## src/hw/smc_mode_pkg.sv

```systemverilog
package smc_mode_pkg;

  // ************************************************************
  // mode word field positions
  // ************************************************************
  localparam int WMODE_BIT     = 1;
  localparam int WAIT_LSB      = 4;
  localparam int WAIT_MSB      = 5;
  localparam int BYTE_TYPE_BIT = 8;
  localparam int WIDTH_BIT     = 12;
  localparam int FLOAT_LSB     = 16;
  localparam int FLOAT_MSB     = 19;
  localparam int FLOAT_OPT_BIT = 20;

  // ************************************************************
  // wait mode encodings
  // ************************************************************
  localparam logic [1:0] WAIT_OFF    = 2'h0;
  localparam logic [1:0] WAIT_RSVD   = 2'h1;
  localparam logic [1:0] WAIT_FROZEN = 2'h2;
  localparam logic [1:0] WAIT_READY  = 2'h3;

  // ************************************************************
  // counter constants
  // ************************************************************
  localparam logic [3:0] PHASE_LAST = 4'h0;
  localparam logic [3:0] CNT_ONE    = 4'h1;
  localparam logic [4:0] FLOAT_IDLE = 5'h00;
  localparam logic [4:0] FLOAT_TURN = 5'h01;
  localparam logic [4:0] FLOAT_STEP = 5'h01;

  // ************************************************************
  // access phases
  // ************************************************************
  typedef enum logic [1:0] {
    ST_IDLE,
    ST_SETUP,
    ST_PULSE,
    ST_HOLD
  } phase_t;

endpackage : smc_mode_pkg

```

## src/hw/static_mem_cs_mode_control.sv

```systemverilog
`timescale 1ns/1ps
`default_nettype none

// Operation
// - optimisation off: full float gap before next access
// - optimisation on: float overlaps next setup phase
// - float time field bits 19:16, 0 to 15
// - bus held float time plus one cycle
// - bit 12 selects 8 or 16 bit bus
// - byte access type used only on 16 bits
// - type 0: one write strobe plus lane selects
// - type 1: split write strobes, reads no lanes
// - wait input sampled only in pulse phase
// - wait mode 0 ignores wait, 1 reserved
// - wait mode 2 freezes access in place
// - wait mode 3 extends pulse end while low
// - write mode 0: chip select controls writes
module static_mem_cs_mode_control
  import smc_mode_pkg::*;
(
  input  wire logic        mclk_in,
  input  wire logic        resetn_in,
  input  wire logic [31:0] mode_word_in,
  input  wire logic [3:0]  setup_cycles_in,
  input  wire logic [3:0]  pulse_cycles_in,
  input  wire logic [3:0]  hold_cycles_in,
  input  wire logic        req_valid_in,
  input  wire logic        req_write_in,
  input  wire logic [1:0]  req_byte_en_in,
  input  wire logic        ext_wait_n_in,
  output logic             req_ready_out,
  output logic             done_out,
  output logic             bus_busy_out,
  output logic             chip_sel_n_out,
  output logic             rd_strobe_n_out,
  output logic             wr_strobe_n_out,
  output logic             lane0_sel_n_out,
  output logic             lane1_sel_n_out,
  output logic             wr_low_n_out,
  output logic             wr_high_n_out
);

  // ************************************************************
  // helpers
  // ************************************************************
  function automatic logic [3:0] phase_load(input logic [3:0] n);
    phase_load = (n == PHASE_LAST) ? PHASE_LAST : (n - CNT_ONE);
  endfunction : phase_load

  function automatic logic is_active(input phase_t st);
    is_active = (st != ST_IDLE);
  endfunction : is_active

  // ************************************************************
  // mode word fields
  // ************************************************************
  logic       write_ctrl_wr;
  logic [1:0] wait_mode;
  logic       byte_access_type;
  logic       bus_width_sel;
  logic [3:0] float_cycle_count;
  logic       float_opt;
  logic       split_mode;

  assign write_ctrl_wr     = mode_word_in[WMODE_BIT];
  assign wait_mode         = mode_word_in[WAIT_MSB:WAIT_LSB];
  assign byte_access_type  = mode_word_in[BYTE_TYPE_BIT];
  assign bus_width_sel     = mode_word_in[WIDTH_BIT];
  assign float_cycle_count = mode_word_in[FLOAT_MSB:FLOAT_LSB];
  assign float_opt         = mode_word_in[FLOAT_OPT_BIT];
  assign split_mode        = bus_width_sel & byte_access_type;

  // ************************************************************
  // state
  // ************************************************************
  phase_t     state_q;
  phase_t     state_d;
  logic [3:0] cnt_q;
  logic [3:0] cnt_d;
  logic       wr_q;
  logic [1:0] be_q;
  logic       done_q;
  logic       float_busy;
  logic [4:0] float_remain;

  // ************************************************************
  // phase decode
  // ************************************************************
  logic accept;
  logic setup_go;
  logic wait_frozen;
  logic wait_extend;
  logic pulse_go;
  logic hold_go;
  logic float_load;
  logic cnt_last;

  assign cnt_last      = (cnt_q == PHASE_LAST);
  assign req_ready_out = (state_q == ST_IDLE)
                       & (float_opt | ~float_busy);
  assign accept        = req_ready_out & req_valid_in;
  assign setup_go      = (state_q == ST_SETUP) & cnt_last
                       & ~float_busy;
  assign wait_frozen   = (state_q == ST_PULSE)
                       & (wait_mode == WAIT_FROZEN)
                       & ~ext_wait_n_in;
  assign wait_extend   = (state_q == ST_PULSE) & cnt_last
                       & (wait_mode == WAIT_READY)
                       & ~ext_wait_n_in;
  assign pulse_go      = (state_q == ST_PULSE) & cnt_last
                       & ~wait_frozen & ~wait_extend;
  assign hold_go       = (state_q == ST_HOLD) & cnt_last;
  assign float_load    = pulse_go & ~wr_q;

  // ************************************************************
  // next phase
  // ************************************************************
  always_comb begin
    state_d = state_q;
    cnt_d   = cnt_q;
    case (state_q)
      ST_IDLE: begin
        if (accept) begin
          state_d = ST_SETUP;
          cnt_d   = phase_load(setup_cycles_in);
        end
      end
      ST_SETUP: begin
        if (setup_go) begin
          state_d = ST_PULSE;
          cnt_d   = phase_load(pulse_cycles_in);
        end else if (!cnt_last) begin
          cnt_d = cnt_q - CNT_ONE;
        end
      end
      ST_PULSE: begin
        if (pulse_go) begin
          state_d = ST_HOLD;
          cnt_d   = phase_load(hold_cycles_in);
        end else if (!wait_frozen && !cnt_last) begin
          cnt_d = cnt_q - CNT_ONE;
        end
      end
      ST_HOLD: begin
        if (hold_go) begin
          state_d = ST_IDLE;
        end else begin
          cnt_d = cnt_q - CNT_ONE;
        end
      end
      default: begin
        state_d = ST_IDLE;
      end
    endcase
  end

  // ************************************************************
  // strobe selection
  // ************************************************************
  logic       acc_wr;
  logic [1:0] acc_be;
  logic       act_d;
  logic       ctl_d;
  logic       wr_time;
  logic       cs_on;
  logic       rd_on;
  logic       wr_on;
  logic [1:0] lane_on;
  logic [1:0] split_on;

  assign acc_wr   = accept ? req_write_in : wr_q;
  assign acc_be   = accept ? req_byte_en_in : be_q;
  assign act_d    = is_active(state_d);
  assign ctl_d    = (state_d == ST_PULSE);
  assign wr_time  = write_ctrl_wr ? ctl_d : act_d;
  assign cs_on    = act_d
                  & ((acc_wr & ~write_ctrl_wr) ? ctl_d : 1'b1);
  assign rd_on    = ~acc_wr & ctl_d;
  assign wr_on    = acc_wr & ~split_mode & wr_time;
  assign lane_on  = {2{act_d & bus_width_sel & ~byte_access_type}}
                  & acc_be;
  assign split_on = {2{acc_wr & split_mode & wr_time}}
                  & acc_be;

  // ************************************************************
  // registers
  // ************************************************************
  always_ff @(posedge mclk_in) begin
    if (!resetn_in) begin
      state_q <= ST_IDLE;
      cnt_q   <= PHASE_LAST;
      wr_q    <= 1'b0;
      be_q    <= 2'h0;
      done_q  <= 1'b0;
    end else begin
      state_q <= state_d;
      cnt_q   <= cnt_d;
      wr_q    <= acc_wr;
      be_q    <= acc_be;
      done_q  <= hold_go;
    end
  end

  always_ff @(posedge mclk_in) begin
    if (!resetn_in) begin
      chip_sel_n_out  <= 1'b1;
      rd_strobe_n_out <= 1'b1;
      wr_strobe_n_out <= 1'b1;
      lane0_sel_n_out <= 1'b1;
      lane1_sel_n_out <= 1'b1;
      wr_low_n_out    <= 1'b1;
      wr_high_n_out   <= 1'b1;
    end else begin
      chip_sel_n_out  <= ~cs_on;
      rd_strobe_n_out <= ~rd_on;
      wr_strobe_n_out <= ~wr_on;
      lane0_sel_n_out <= ~lane_on[0];
      lane1_sel_n_out <= ~lane_on[1];
      wr_low_n_out    <= ~split_on[0];
      wr_high_n_out   <= ~split_on[1];
    end
  end

  // ************************************************************
  // float gap
  // ************************************************************
  float_gap_counter u_float (
    .mclk_in    (mclk_in),
    .resetn_in  (resetn_in),
    .load_in    (float_load),
    .cycles_in  (float_cycle_count),
    .busy_out   (float_busy),
    .remain_out (float_remain)
  );

  assign bus_busy_out = float_busy;
  assign done_out     = done_q;
endmodule : static_mem_cs_mode_control

`default_nettype wire

```

## src/hw/float_gap_counter.sv

```systemverilog
`timescale 1ns/1ps
`default_nettype none

module float_gap_counter
  import smc_mode_pkg::*;
(
  input  wire logic       mclk_in,
  input  wire logic       resetn_in,
  input  wire logic       load_in,
  input  wire logic [3:0] cycles_in,
  output logic            busy_out,
  output logic      [4:0] remain_out
);

  // ************************************************************
  // float time plus one turnaround cycle
  // ************************************************************
  logic [4:0] remain_q;
  logic [4:0] remain_d;

  assign remain_d = load_in ? ({1'b0, cycles_in} + FLOAT_TURN)
                  : (remain_q != FLOAT_IDLE) ? (remain_q - FLOAT_STEP)
                  : FLOAT_IDLE;

  always_ff @(posedge mclk_in) begin
    if (!resetn_in) begin
      remain_q <= FLOAT_IDLE;
    end else begin
      remain_q <= remain_d;
    end
  end

  assign remain_out = remain_q;
  assign busy_out   = (remain_q != FLOAT_IDLE);

endmodule : float_gap_counter

`default_nettype wire

```

## config.mk

```make
export PLATFORM = sky130hd
export DESIGN_NAME = static_mem_cs_mode_control
export DESIGN_NICKNAME = d
export VERILOG_FILES = /design/src/hw/smc_mode_pkg.sv /design/src/hw/static_mem_cs_mode_control.sv /design/src/hw/float_gap_counter.sv
export SDC_FILE = /design/constraint.sdc
export NUM_CORES = 1
export LEC_CHECK = 0
export BUFFER_PORTS_ARGS = -buffer_cell sky130_fd_sc_hd__buf_2
export CAP_MARGIN = 20
export CORE_MARGIN = 2
export CORE_UTILIZATION = 48
export CTS_CLUSTER_DIAMETER = 40
export CTS_CLUSTER_SIZE = 30
export DETAILED_ROUTE_END_ITERATION = 10
export PLACE_DENSITY = 0.8
export REMOVE_ABC_BUFFERS = 1
export SLEW_MARGIN = 10
export SYNTH_ARGS = -nofsm -noshare
export SYNTH_HDL_FRONTEND = slang
export SYNTH_SLANG_ARGS = --single-unit
export TNS_END_PERCENT = 30
```

## constraint.sdc

```tcl
create_clock -name mclk_in -period 2.7 [get_ports mclk_in]
set_clock_uncertainty 0.15 [all_clocks]
set_input_delay 0.135 -clock mclk_in [delete_from_list [all_inputs] [get_ports mclk_in]]
set_output_delay 0.135 -clock mclk_in [all_outputs]
set_load 0.05 [all_outputs]
```

==> run summary, run 1 <==
The count of port buffers added during placement came out at 38. The worst-skew pair later-pin latency is 0.30 ns. After Yosys synthesis, XOR and XNOR cells account for 4.790% of the synthesized area.

The clock-pin slew on the worst setup and hold paths is 0.12 ns. The critical path start-end classification is reg2reg. The count of cells along the worst register-to-register path is 7. The number of synthesized flops with an enable pin came out at 0.

For this run, design rule violations remaining after detail routing come to 0. The number of H-tree levels is 1. The capture endpoint of the worst hold path is wr_high_n_out. The row count came out at 20.

Once the floorplan was initialized, standard cells occupied 49.12% of the core. The remaining antenna violation count after routing is 0. Setup violations remaining at the end of the flow were counted as 0. The count of buffers added by post-CTS timing repair for setup is 0. Wires add up to 3.330 mm.

The post-synthesis compound-gate area fraction is 20.70%. Summed over all cells, the static leakage comes to 0.0007292 µW. The number of sinks driven by the clock tree is 22.

The ratio of final minimum period to clock period came out at 91.71%. The first-pass GRT wire length came out at 5.630 mm. Traced cell by cell, the critical path runs through inv_1, ha_1, nor4b_4, o211ai_1, mux2i_1, nor4b_1, nand3_1. After synthesis, the mean cell area works out to 8.171 µm².

Sorting the synthesized cells by area gives the leading types as dfxtp_1, ha_1, nor2_1. The largest total area in the synthesized netlist belongs to dfxtp_1. The worst path meets setup with 0.2239 ns of slack.

The register bit count reported by yosys is 22. 0 antenna diodes ended up in the layout. Setup slack on the worst reg-to-reg path comes out at 0.22 ns.

The portion of synthesized area spent on multiplexers is 2.053%. The main flop type after synthesis is dfxtp_1. The required time of the critical path is 2.73 ns. Dividing the detail-routed via count by the number of cells gives 5.660. The slowest stage of the critical path is the nor4b_4 cell. In the synthesized netlist, the cells that appear most often are dfxtp_1, nor2_1, inv_1. Of the synthesized area, sequential elements account for 30.11%. The via count of the first global-routing pass came out at 1366. The tightest slew margin relative to the limit is 58.87%.

The capture instance of the worst register-to-register path is wr_low_n_out. The startpoint of the most critical register-to-register path is u_float.remain_out[0]. The pin count of the biggest net entering global routing is 17. The number of gates given a new drive strength after cts is 0.

The power consumption is 1835 µW. The number of ports placed on the die boundary came out at 61. The length of the first detailed-routing pass in iterations is 4. The number of antenna violations at the first check in global routing is 0. The number of violations of the max-capacitance limit is 0. STA classifies the critical path endpoint as a flop.

The share of synthesized cell area in full adder, half adder and majority cells is 6.843%. The net count of the finished layout is 283. The width of the die came out at 59.20 µm. For the pin with the worst max-slew slack, the measured transition is 0.6123 ns. The final hold violation count is 0. The floorplan step defined a die boundary enclosing 3505 µm². The total power per unit cell area is 1026 nW/µm². The family of cells with the greatest summed delay on the critical path is simple AND/OR/NAND/NOR gates.

The final cell count without fillers came out at 256. The pre-CTS worst setup slack came out at 0.2485 ns. The aggregate global routing overflow came out at 0. The CTS tree is built.

The critical path crosses 7 cells after its start point. The arrival time of data at the critical path endpoint is 2.51 ns. The main combinational cell family by area after synthesis is simple AND/OR/NAND/NOR gates. Setup repair after global routing left no endpoint under its margin. The count of final max-slew check failures is 0. Summed over all failing endpoints, the final setup total negative slack is 0 ns. The largest driver fanout on the critical path came out at 8. The simple-gate share of the synthesized area came out at 29.85%. Routability-driven placement finished with a final weighted congestion of 0.8489.

The kind of start point of the critical path is a flop. Cells with a size suffix above 1 make up 23.32% of the layout. The time the final worst path needs with I/O delays and setup came out at 2.476 ns. Counting both buffers and inverters, the worst setup path holds a total of 1. The count of synthesis-stage warnings from yosys came out at 0. The chip height came out at 59.20 µm.

The longest individual stage delay on the worst path is 0.52 ns. The synthesis-to-layout area growth is 22.33%. IR analysis of the VDD net gives a maximum drop of 0.6110 mV. Summed over its instances, the top area cell type makes up 30.11% of the synthesized netlist area. The number of DRC markers in iteration 0 came out at 50.

The share of the core filled with cells is 60.08%. The number of placed cells counting well taps is 245. The combined global-route utilization of all metal layers came out at 20.36%. The worst hold-check path type is in2reg. The unique cell type count in the Yosys netlist is 51. In the post-synthesis netlist, the cell with the most instances is dfxtp_1.

Detailed placement finished with a half-perimeter wire length of 2.589 mm. The worst hold path was traced through 4 stages. The flow ran to the end, and the final reports show no timing, DRC or antenna violations. Dividing the detail-routed wire length by the instance count gives 13.01 µm. The root buffer cell chosen for the clock tree is clkbuf_4.

The combined area of all synthesized cells came out at 1463 µm². The placeable core area came out at 2978 µm². The largest buffer count on any clock path came out at 2. The share of synthesized flip-flops with an asynchronous set or reset is 0%. The highest clock rate is 0.4039 GHz. The start point of the worst hold path is mode_word_in[12]. The routed layout has 1449 vias. TritonCTS created 3 clock buffers. After technology mapping, the gate count stands at 179.
-- state kept, by name (all words and copies together), names as in the netlist --
signal,flops
be_q,2
chip_sel_n_out,1
cnt_q,4
done_out,1
lane0_sel_n_out,1
lane1_sel_n_out,1
rd_strobe_n_out,1
state_q,2
u_float.remain_out,5
wr_high_n_out,1
wr_low_n_out,1
wr_q,1
wr_strobe_n_out,1
-- worst max path at each step --
| stage | startpoint | to | slack [ns] |
|---|---|---|---|
| global route | u_float.remain_out[0] | wr_low_n_out | 0.07 |
| global placement | u_float.remain_out[0] | cnt_q[0] | 0.31 |
| floorplan | u_float.remain_out[0] | cnt_q[0] | 0.43 |
| finish | u_float.remain_out[0] | wr_low_n_out | 0.22 |
| CTS | u_float.remain_out[0] | cnt_q[0] | 0.24 |
| detailed placement | u_float.remain_out[0] | cnt_q[0] | 0.25 |
-- tightest hold or removal path, stage by stage --
cell     delay, ns
buf_2         0.10
nand2_1       0.07
nor4b_1       0.06
nand3_1       0.07
-- cells in the final DEF, fill, tap and decap left out, types with 7 or more instances in the layout --
cell / netlist / routed
buf_2: 1 / 38
dfxtp_1: 22 / 22
nor2_1: 20 / 20
inv_1: 13 / 13
nor3_1: 12 / 12
nand2_1: 11 / 11
a21oi_1: 10 / 10
nand3_1: 8 / 8
ha_1: 8 / 8
o21ai_0: 7 / 7
xnor2_1: 7 / 7
dlygate4sd3_1: 0 / 7
-- final cells by class --
type | instances | area (µm²)
clock buffers | 3 | 22.52
clock inverters | 1 | 30.03
fillers | 287 | 1189
inverters | 14 | 55.05
multi-input cells | 138 | 939.7
flip-flops and latches | 22 | 440.4
well taps | 33 | 41.29
repair buffers | 45 | 260.3
-- cell families after synthesis --
group	Yosys count
compound gates	43
xor+xnor	8
fa+ha+maj	8
buf+inv	19
flops	22
mux	3
simple gates	76
-- per-layer routing --
layer / routed length, µm / track usage (%)
met2: 1566 / 34.85
met4: 12 / 3.247
met5: 0 / 0
met3: 187 / 2.620
met1: 1563 / 27.69
-- report_power, final --
part | switching [µW] | internal (µW) | total, µW
Sequential | 104 | 411 | 515
Combinational | 649 | 421 | 1070
Clock | 101 | 150 | 250
-- metrics by stage --
| stage | instance area [µm²] | hold WS [ns] |
|---|---|---|
| floorplan | 1435 | 0.09187 |
| global route | 1789 | 0.01969 |
| CTS | 1789 | 0.001988 |
| finish | 1789 | 0.005680 |
| detailed placement | 1667 | 0.2136 |
| global placement | 1667 | 0.2104 |
-- what timing repair did --
action / CTS / global route
endpoints found under the hold margin: 10 / 0
hold buffers: 7 / 0
endpoints found under the setup margin: 0 / 0
Note: power is estimated with default switching activity, not from simulation.
==> run 2, diff against run 1 <==
--- a/config.mk
+++ b/config.mk
@@ -7,9 +7,7 @@
 export LEC_CHECK = 0
 export BUFFER_PORTS_ARGS = -buffer_cell sky130_fd_sc_hd__buf_2
 export CAP_MARGIN = 20
-export CORE_MARGIN = 2
 export CORE_UTILIZATION = 48
-export CTS_CLUSTER_DIAMETER = 40
 export CTS_CLUSTER_SIZE = 30
 export DETAILED_ROUTE_END_ITERATION = 10
 export PLACE_DENSITY = 0.8
==> run 2 against run 1 <==
The run now ends with design-rule violations left. Sequential power increased by 1%. Highest routed layer unchanged. Critical endpoint is now cnt_q[0]. Non-clock buffer count grew 2. Clock-buffer cell count is the same. Hold slack better by 0.0063 ns.
==> run summary, run 2 (same netlist as run 1, synthesis figures left out) <==
The flow ran to the end, but the final reports show violations. The checks that failed: design-rule violations. Measured along the x axis, the die boundary spans 57.20 µm. The largest driver fanout on the critical path is 7.

The critical path start-end classification is reg2reg. The final cell area excluding filler cells is 1804 µm². The worst hold slack after final layout came out at 0.01198 ns. Setup repair after global routing left no endpoint under its margin. The number of flip-flops in the largest register is 5.

The number of sinks driven by the clock tree came out at 22. The final worst setup slack is 0.2835 ns. The final antenna diode count came out at 0. The kind of start point of the critical path is a flop. The combined global-route utilization of all metal layers is 23.11%. The core region is 2829 µm².

The final RePlAce weighted congestion came out at 0.8884. The count of final max-slew check failures is 0. The total power per unit cell area is 1044 nW/µm². The kind of end point of the critical path is a flop. The worst-skew pair later-pin latency is 0.31 ns.

The total of fill cells in the finished design is 259. The initial utilization of the core area, before any placement, comes to 51.70%. Entering global routing, the biggest net connects 17 pins. The required time of the critical path is 2.77 ns. Leaving out fill and tap cells, the most frequent cells in the layout are buf_2, dfxtp_1, nor2_1.

The tightest min-delay check is of the in2reg type. The chip height is 57.20 µm. The highest clock rate came out at 0.4138 GHz. For the final routed database, the setup TNS stands at 0 ns. The number of violations of the max-capacitance limit is 0. The total number of vias is 1468. The arrival time of data at the critical path endpoint is 2.48 ns. TritonCTS built the clock tree. The final hold violation count is 0.

In this run the remaining antenna-violating nets after routing total 0. The library cell used most frequently in the layout, excluding fill and tap cells, is buf_2. The cell sitting at the root of the clock tree is a clkbuf_4.

The number of nets at the end of the flow came out at 285. Row generation in the floorplan step produced 19 rows. The final HPWL from detailed placement is 2.634 mm. Relative to the synthesized area, the layout overhead comes to 23.35%. The tightest slew margin relative to the limit came out at 61.74%. The total CTS buffers came out at 3. The aggregate global routing overflow is 0.

The number of gates given a new drive strength after cts is 0. The total buffers and inverters traversed by the critical path is 1. The time the final worst path needs with I/O delays and setup came out at 2.417 ns. The die covers 3272 µm². The ratio of cells with drive above 1 in the final layout came out at 23.56%. The DRC violation count after routing is 3.

Buffers placed on the I/O ports in this run total 38. The number of antenna violations at the first check in global routing came out at 0. The family of cells with the greatest summed delay on the critical path is compound AO/OA/AOI/OAI gates. The final routed wirelength across all metal layers came out at 3.476 mm. The largest single stage delay on the critical path is 0.51 ns. The pre-CTS worst setup slack is 0.3500 ns. The first-pass GRT wire length is 5.920 mm.

In this run the static leakage power is 0.0007384 µW. 61 I/O pins were placed. The critical path goes through inv_1, ha_1, or3b_1, o311ai_0, o311a_1, o21ai_0, o311a_1.

The number of H-tree levels came out at 1. The total cell area at the placement stage came out at 1672 µm². Dividing the detail-routed via count by the number of cells gives 5.734.

The mean routed wirelength per cell came out at 13.58 µm. The cell that appears most often on the critical path is o311a_1. The ratio of final minimum period to clock period came out at 89.50%. The measured slew at the worst slew-check pin came out at 0.5727 ns.

The largest buffer count on any clock path is 2. VDD sags by at most 0.6216 mV. The count of buffers added by post-CTS timing repair for setup came out at 0. The length of the first detailed-routing pass in iterations is 7.

The via count of the first global-routing pass is 1377. The clock-pin slew on the worst setup and hold paths is 0.12 ns. The number of DRC markers in iteration 0 is 80. The total of endpoints with negative setup slack in the final report came out at 0. On the critical path, the stage with the largest delay is an instance of or3b_1.
==> run 2: metrics by stage <==
step	power, µW	util, %	std cells
after detailed placement	1608	59.09	244
after global placement	1586	59.09	244
after CTS	1879	63.78	256
after global routing	2033	63.78	256
final	1884	63.78	256
after floorplan	1347	-	174
==> run 2: cell type report <==
type	count	area [µm²]	share of cell area, %
Inverter	14	55.05	3.051
Multi-Input combinational cell	138	939.7	52.08
Clock inverter	1	30.03	1.664
Sequential cell	22	440.4	24.41
Clock buffer	3	22.52	1.248
Tap cell	31	38.79	2.150
Timing Repair Buffer	47	277.8	15.40
==> run 2: power by group <==
group          leakage (µW)  switching (µW)  total [µW]  internal, µW
clock network     0.0000279             103         253           150
logic              0.000530             674        1110           437
registers          0.000180             109         520           411
==> run 2: final timing paths <==
| path | startpoint | to | slack, ns | cells after the start |
|---|---|---|---|---|
| hold reg to reg | be_q[0] | be_q[0] | 0.36 | 2 |
| setup / recovery | cnt_q[0] | cnt_q[0] | 0.28 | 7 |
| hold / removal | mode_word_in[18] | u_float.remain_out[2] | 0.01 | 3 |
| setup reg to reg | cnt_q[0] | cnt_q[0] | 0.28 | 7 |
==> run 2: per-layer routing <==
layer / wire length [µm] / global-route usage (%) / share of wire, %
met2: 1635 / 38.49 / 47
met1: 1636 / 31.07 / 47
met3: 146 / 2.494 / 4.2
met4: 57 / 8.362 / 1.6
met5: 0 / 0 / 0
==> run 2: timing repair <==
item / in CTS / in global routing
hold buffers: 8 / 0
endpoints found under the setup margin: 0 / 0
hold endpoints to repair: 13 / 0
==> run 2: worst reg2reg max path: cells and delay by family (launching register included) <==
kind | cells | cell delay [ns]
compound gates | 4 | 1.03
buf+inv | 1 | 0.09
flops | 1 | 0.34
fa+ha+maj | 1 | 0.21
simple gates | 1 | 0.51
==> run 3, diff against run 2 <==
--- a/config.mk
+++ b/config.mk
@@ -5,11 +5,12 @@
 export SDC_FILE = /design/constraint.sdc
 export NUM_CORES = 1
 export LEC_CHECK = 0
-export BUFFER_PORTS_ARGS = -buffer_cell sky130_fd_sc_hd__buf_2
+export BUFFER_PORTS_ARGS = -buffer_cell sky130_fd_sc_hd__clkbuf_2
 export CAP_MARGIN = 20
 export CORE_UTILIZATION = 48
 export CTS_CLUSTER_SIZE = 30
 export DETAILED_ROUTE_END_ITERATION = 10
+export MAX_ROUTING_LAYER = met4
 export PLACE_DENSITY = 0.8
 export REMOVE_ABC_BUFFERS = 1
 export SLEW_MARGIN = 10
==> constraint.sdc (replaced) <==
create_clock -name mclk_in -period 2.6 [get_ports mclk_in]
set_clock_uncertainty 0.15 [all_clocks]
set_input_delay 0.13 -clock mclk_in [delete_from_list [all_inputs] [get_ports mclk_in]]
set_output_delay 0.13 -clock mclk_in [all_outputs]
set_load 0.05 [all_outputs]
==> run 3 against run 2 <==
The flow still finishes with violations (design-rule violations). Sequential share of layout area fell by 0.10 points. Combinational power rose by 5%. Final area rose by 0.42%. First-iteration DRC count fell by 25%. Sequential power rose by 3%. Utilization rose by 0.27 points. Routed wire length fell by 1.6%.
==> run summary, run 3 (same netlist as run 1, synthesis figures left out) <==
The flow ran to the end, but the final reports show violations. The checks that failed: design-rule violations. The number of placed cells counting well taps is 245. The number of DRC markers in iteration 0 came out at 60. After global routing the overflow that remains totals 0. The wire length on met3 came out at 133 µm. The number of antenna diodes in the final layout is 0.

The share of the core filled with cells is 64.04%. The library cell used most frequently in the layout, excluding fill and tap cells, is clkbuf_2. In the layout the commonest cells are clkbuf_2, dfxtp_1, nor2_1.

The number of flip-flops in the largest register is 5. The final cell count without fillers is 257. The number of violations of the max-capacitance limit came out at 0.

STA classifies the critical path startpoint as a flop. The via count of the first global-routing pass is 1376. The pre-CTS worst setup slack is 0.2931 ns.

The effective utilization at floorplan came out at 51.70%. Buffers placed on the I/O ports in this run total 38. The final hold violation count came out at 0. The number of ports placed on the die boundary is 61. The total CTS buffers is 3. Headroom to the max-slew limit came out at 59.11%.

The DRC violation count after routing is 1. The number of antenna violations at the first check in global routing was 0. The length of the first detailed-routing pass in iterations is 7.

Along the worst path, the maximum fanout reaches 7. The largest buffer count on any clock path came out at 2. Setup repair after global routing left no endpoint under its margin.

The floorplan has 19 rows. The final HPWL from detailed placement came out at 2.601 mm. The total cell area at the placement stage came out at 1679 µm². The cell sitting at the root of the clock tree is a clkbuf_4. In this run the worst hold path is classified as in2reg. The layout has 246 filler cells.

The final routed wirelength across all metal layers is 3.420 mm. The CTS tree is built. The final RePlAce weighted congestion came out at 0.9158.

The maximum vdd drop came out at 0.6346 mV. The area growth from synthesis to layout is 23.87%. The worst setup path is of the reg2reg kind.

The floorplan step defined a die boundary enclosing 3272 µm². The kind of end point of the critical path is a flop. The placeable core area came out at 2829 µm². The final worst setup slack came out at 0.2302 ns. The analysis attributes to cell leakage a power of 0.0007578 µW. The clock-pin slew on the worst setup and hold paths is 0.13 ns.

In the routed layout, each cell is associated on average with a via count of 5.646. The worst-skew pair later-pin latency is 0.31 ns. The combined global-route utilization of all metal layers came out at 22.97%. The number of H-tree levels is 1. The total number of vias came out at 1451. Of the available clock period, the critical path in the final layout requires 91.15%. The number of sinks driven by the clock tree came out at 22. The highest metal layer carrying signal wires in the routed design is met4. The total power per unit cell area came out at 1083 nW/µm². In this run the post-CTS setup repair buffer count came out at 0. The measured slew at the worst slew-check pin came out at 0.6087 ns.

The highest clock rate is 0.4220 GHz. The area of the multi-input gates came out at 939.7 µm². Setup violations remaining at the end of the flow were counted as 0.

The number of nets at the end of the flow is 286. For the finished layout, the period the worst path requires is 2.370 ns. In the final timing run, aggregate negative setup slack is 0 ns. The arrival time of data at the critical path endpoint came out at 2.44 ns. The floorplan step set the die width to 57.20 µm. The storage element area came out at 440.4 µm². The routed design uses 1.630 mm of met2 wire. For this block, wires on met1 add up to 1.643 mm. The chip height came out at 57.20 µm.

The pin count of the biggest net entering global routing came out at 17. The count of final max-slew check failures came out at 0. The first-pass GRT wire length is 5.775 mm. The required time of the critical path came out at 2.67 ns. The post-route netlist has 23.89% of its cells at a drive strength greater than 1. After routing the design area is 1812 µm². The mean routed wirelength per cell is 13.31 µm.

The remaining antenna violation count after routing came out at 0.
[run 3: stage by stage]
step	power (µW)	hold WS (ns)
2_1_floorplan	1398	0.08687
4_1_cts	1951	0.01031
5_1_grt	2104	0.01284
3_5_place_dp	1674	0.2065
3_3_place_gp	1662	0.2108
6_report	1962	0.01415
[run 3: final timing paths]
| check | from | end | slack (ns) | cells past startpoint |
|---|---|---|---|---|
| worst min register to register | be_q[0] | be_q[0] | 0.36 | 2 |
| worst min-delay path | mode_word_in[18] | u_float.remain_out[2] | 0.01 | 3 |
| worst max register to register | cnt_q[0] | cnt_q[0] | 0.23 | 7 |
| worst max-delay path | cnt_q[0] | cnt_q[0] | 0.23 | 7 |
[run 3: timing repair]
| action | in CTS | in global routing |
|---|---|---|
| hold buffers | 8 | 0 |
| setup endpoints to repair | 0 | 0 |
| endpoints found under the hold margin | 13 | 0 |
| resized for setup | 0 | 0 |
[run 3: routing by layer]
layer / GRT usage, % / vias up
li1: - / 747
met1: 28.87 / 664
met2: 38.32 / 38
met3: 3.628 / 2
met4: 6.272 / 0
met5: - / -
[run 3: final cells by class]
cell class,count,area share [%]
Timing Repair Buffer,48,15.75
Tap cell,31,2.141
Sequential cell,22,24.31
Multi-Input combinational cell,138,51.86
Inverter,14,3.039
Clock buffer,3,1.243
Clock inverter,1,1.657
[run 3: power breakdown]
| part | internal (µW) | switching [µW] | total [µW] | leakage, µW |
|---|---|---|---|---|
| Sequential | 427 | 111 | 538 | 0.000180 |
| Combinational | 464 | 695 | 1160 | 0.000550 |
| Clock | 156 | 109 | 264 | 0.0000279 |
[run 3: worst max-delay path, stage by stage (launching register included)]
cell	delay (ns)
dfxtp_1	0.35
inv_1	0.10
ha_1	0.20
or3b_1	0.50
o311ai_0	0.37
o311a_1	0.23
o21ai_0	0.10
o311a_1	0.29
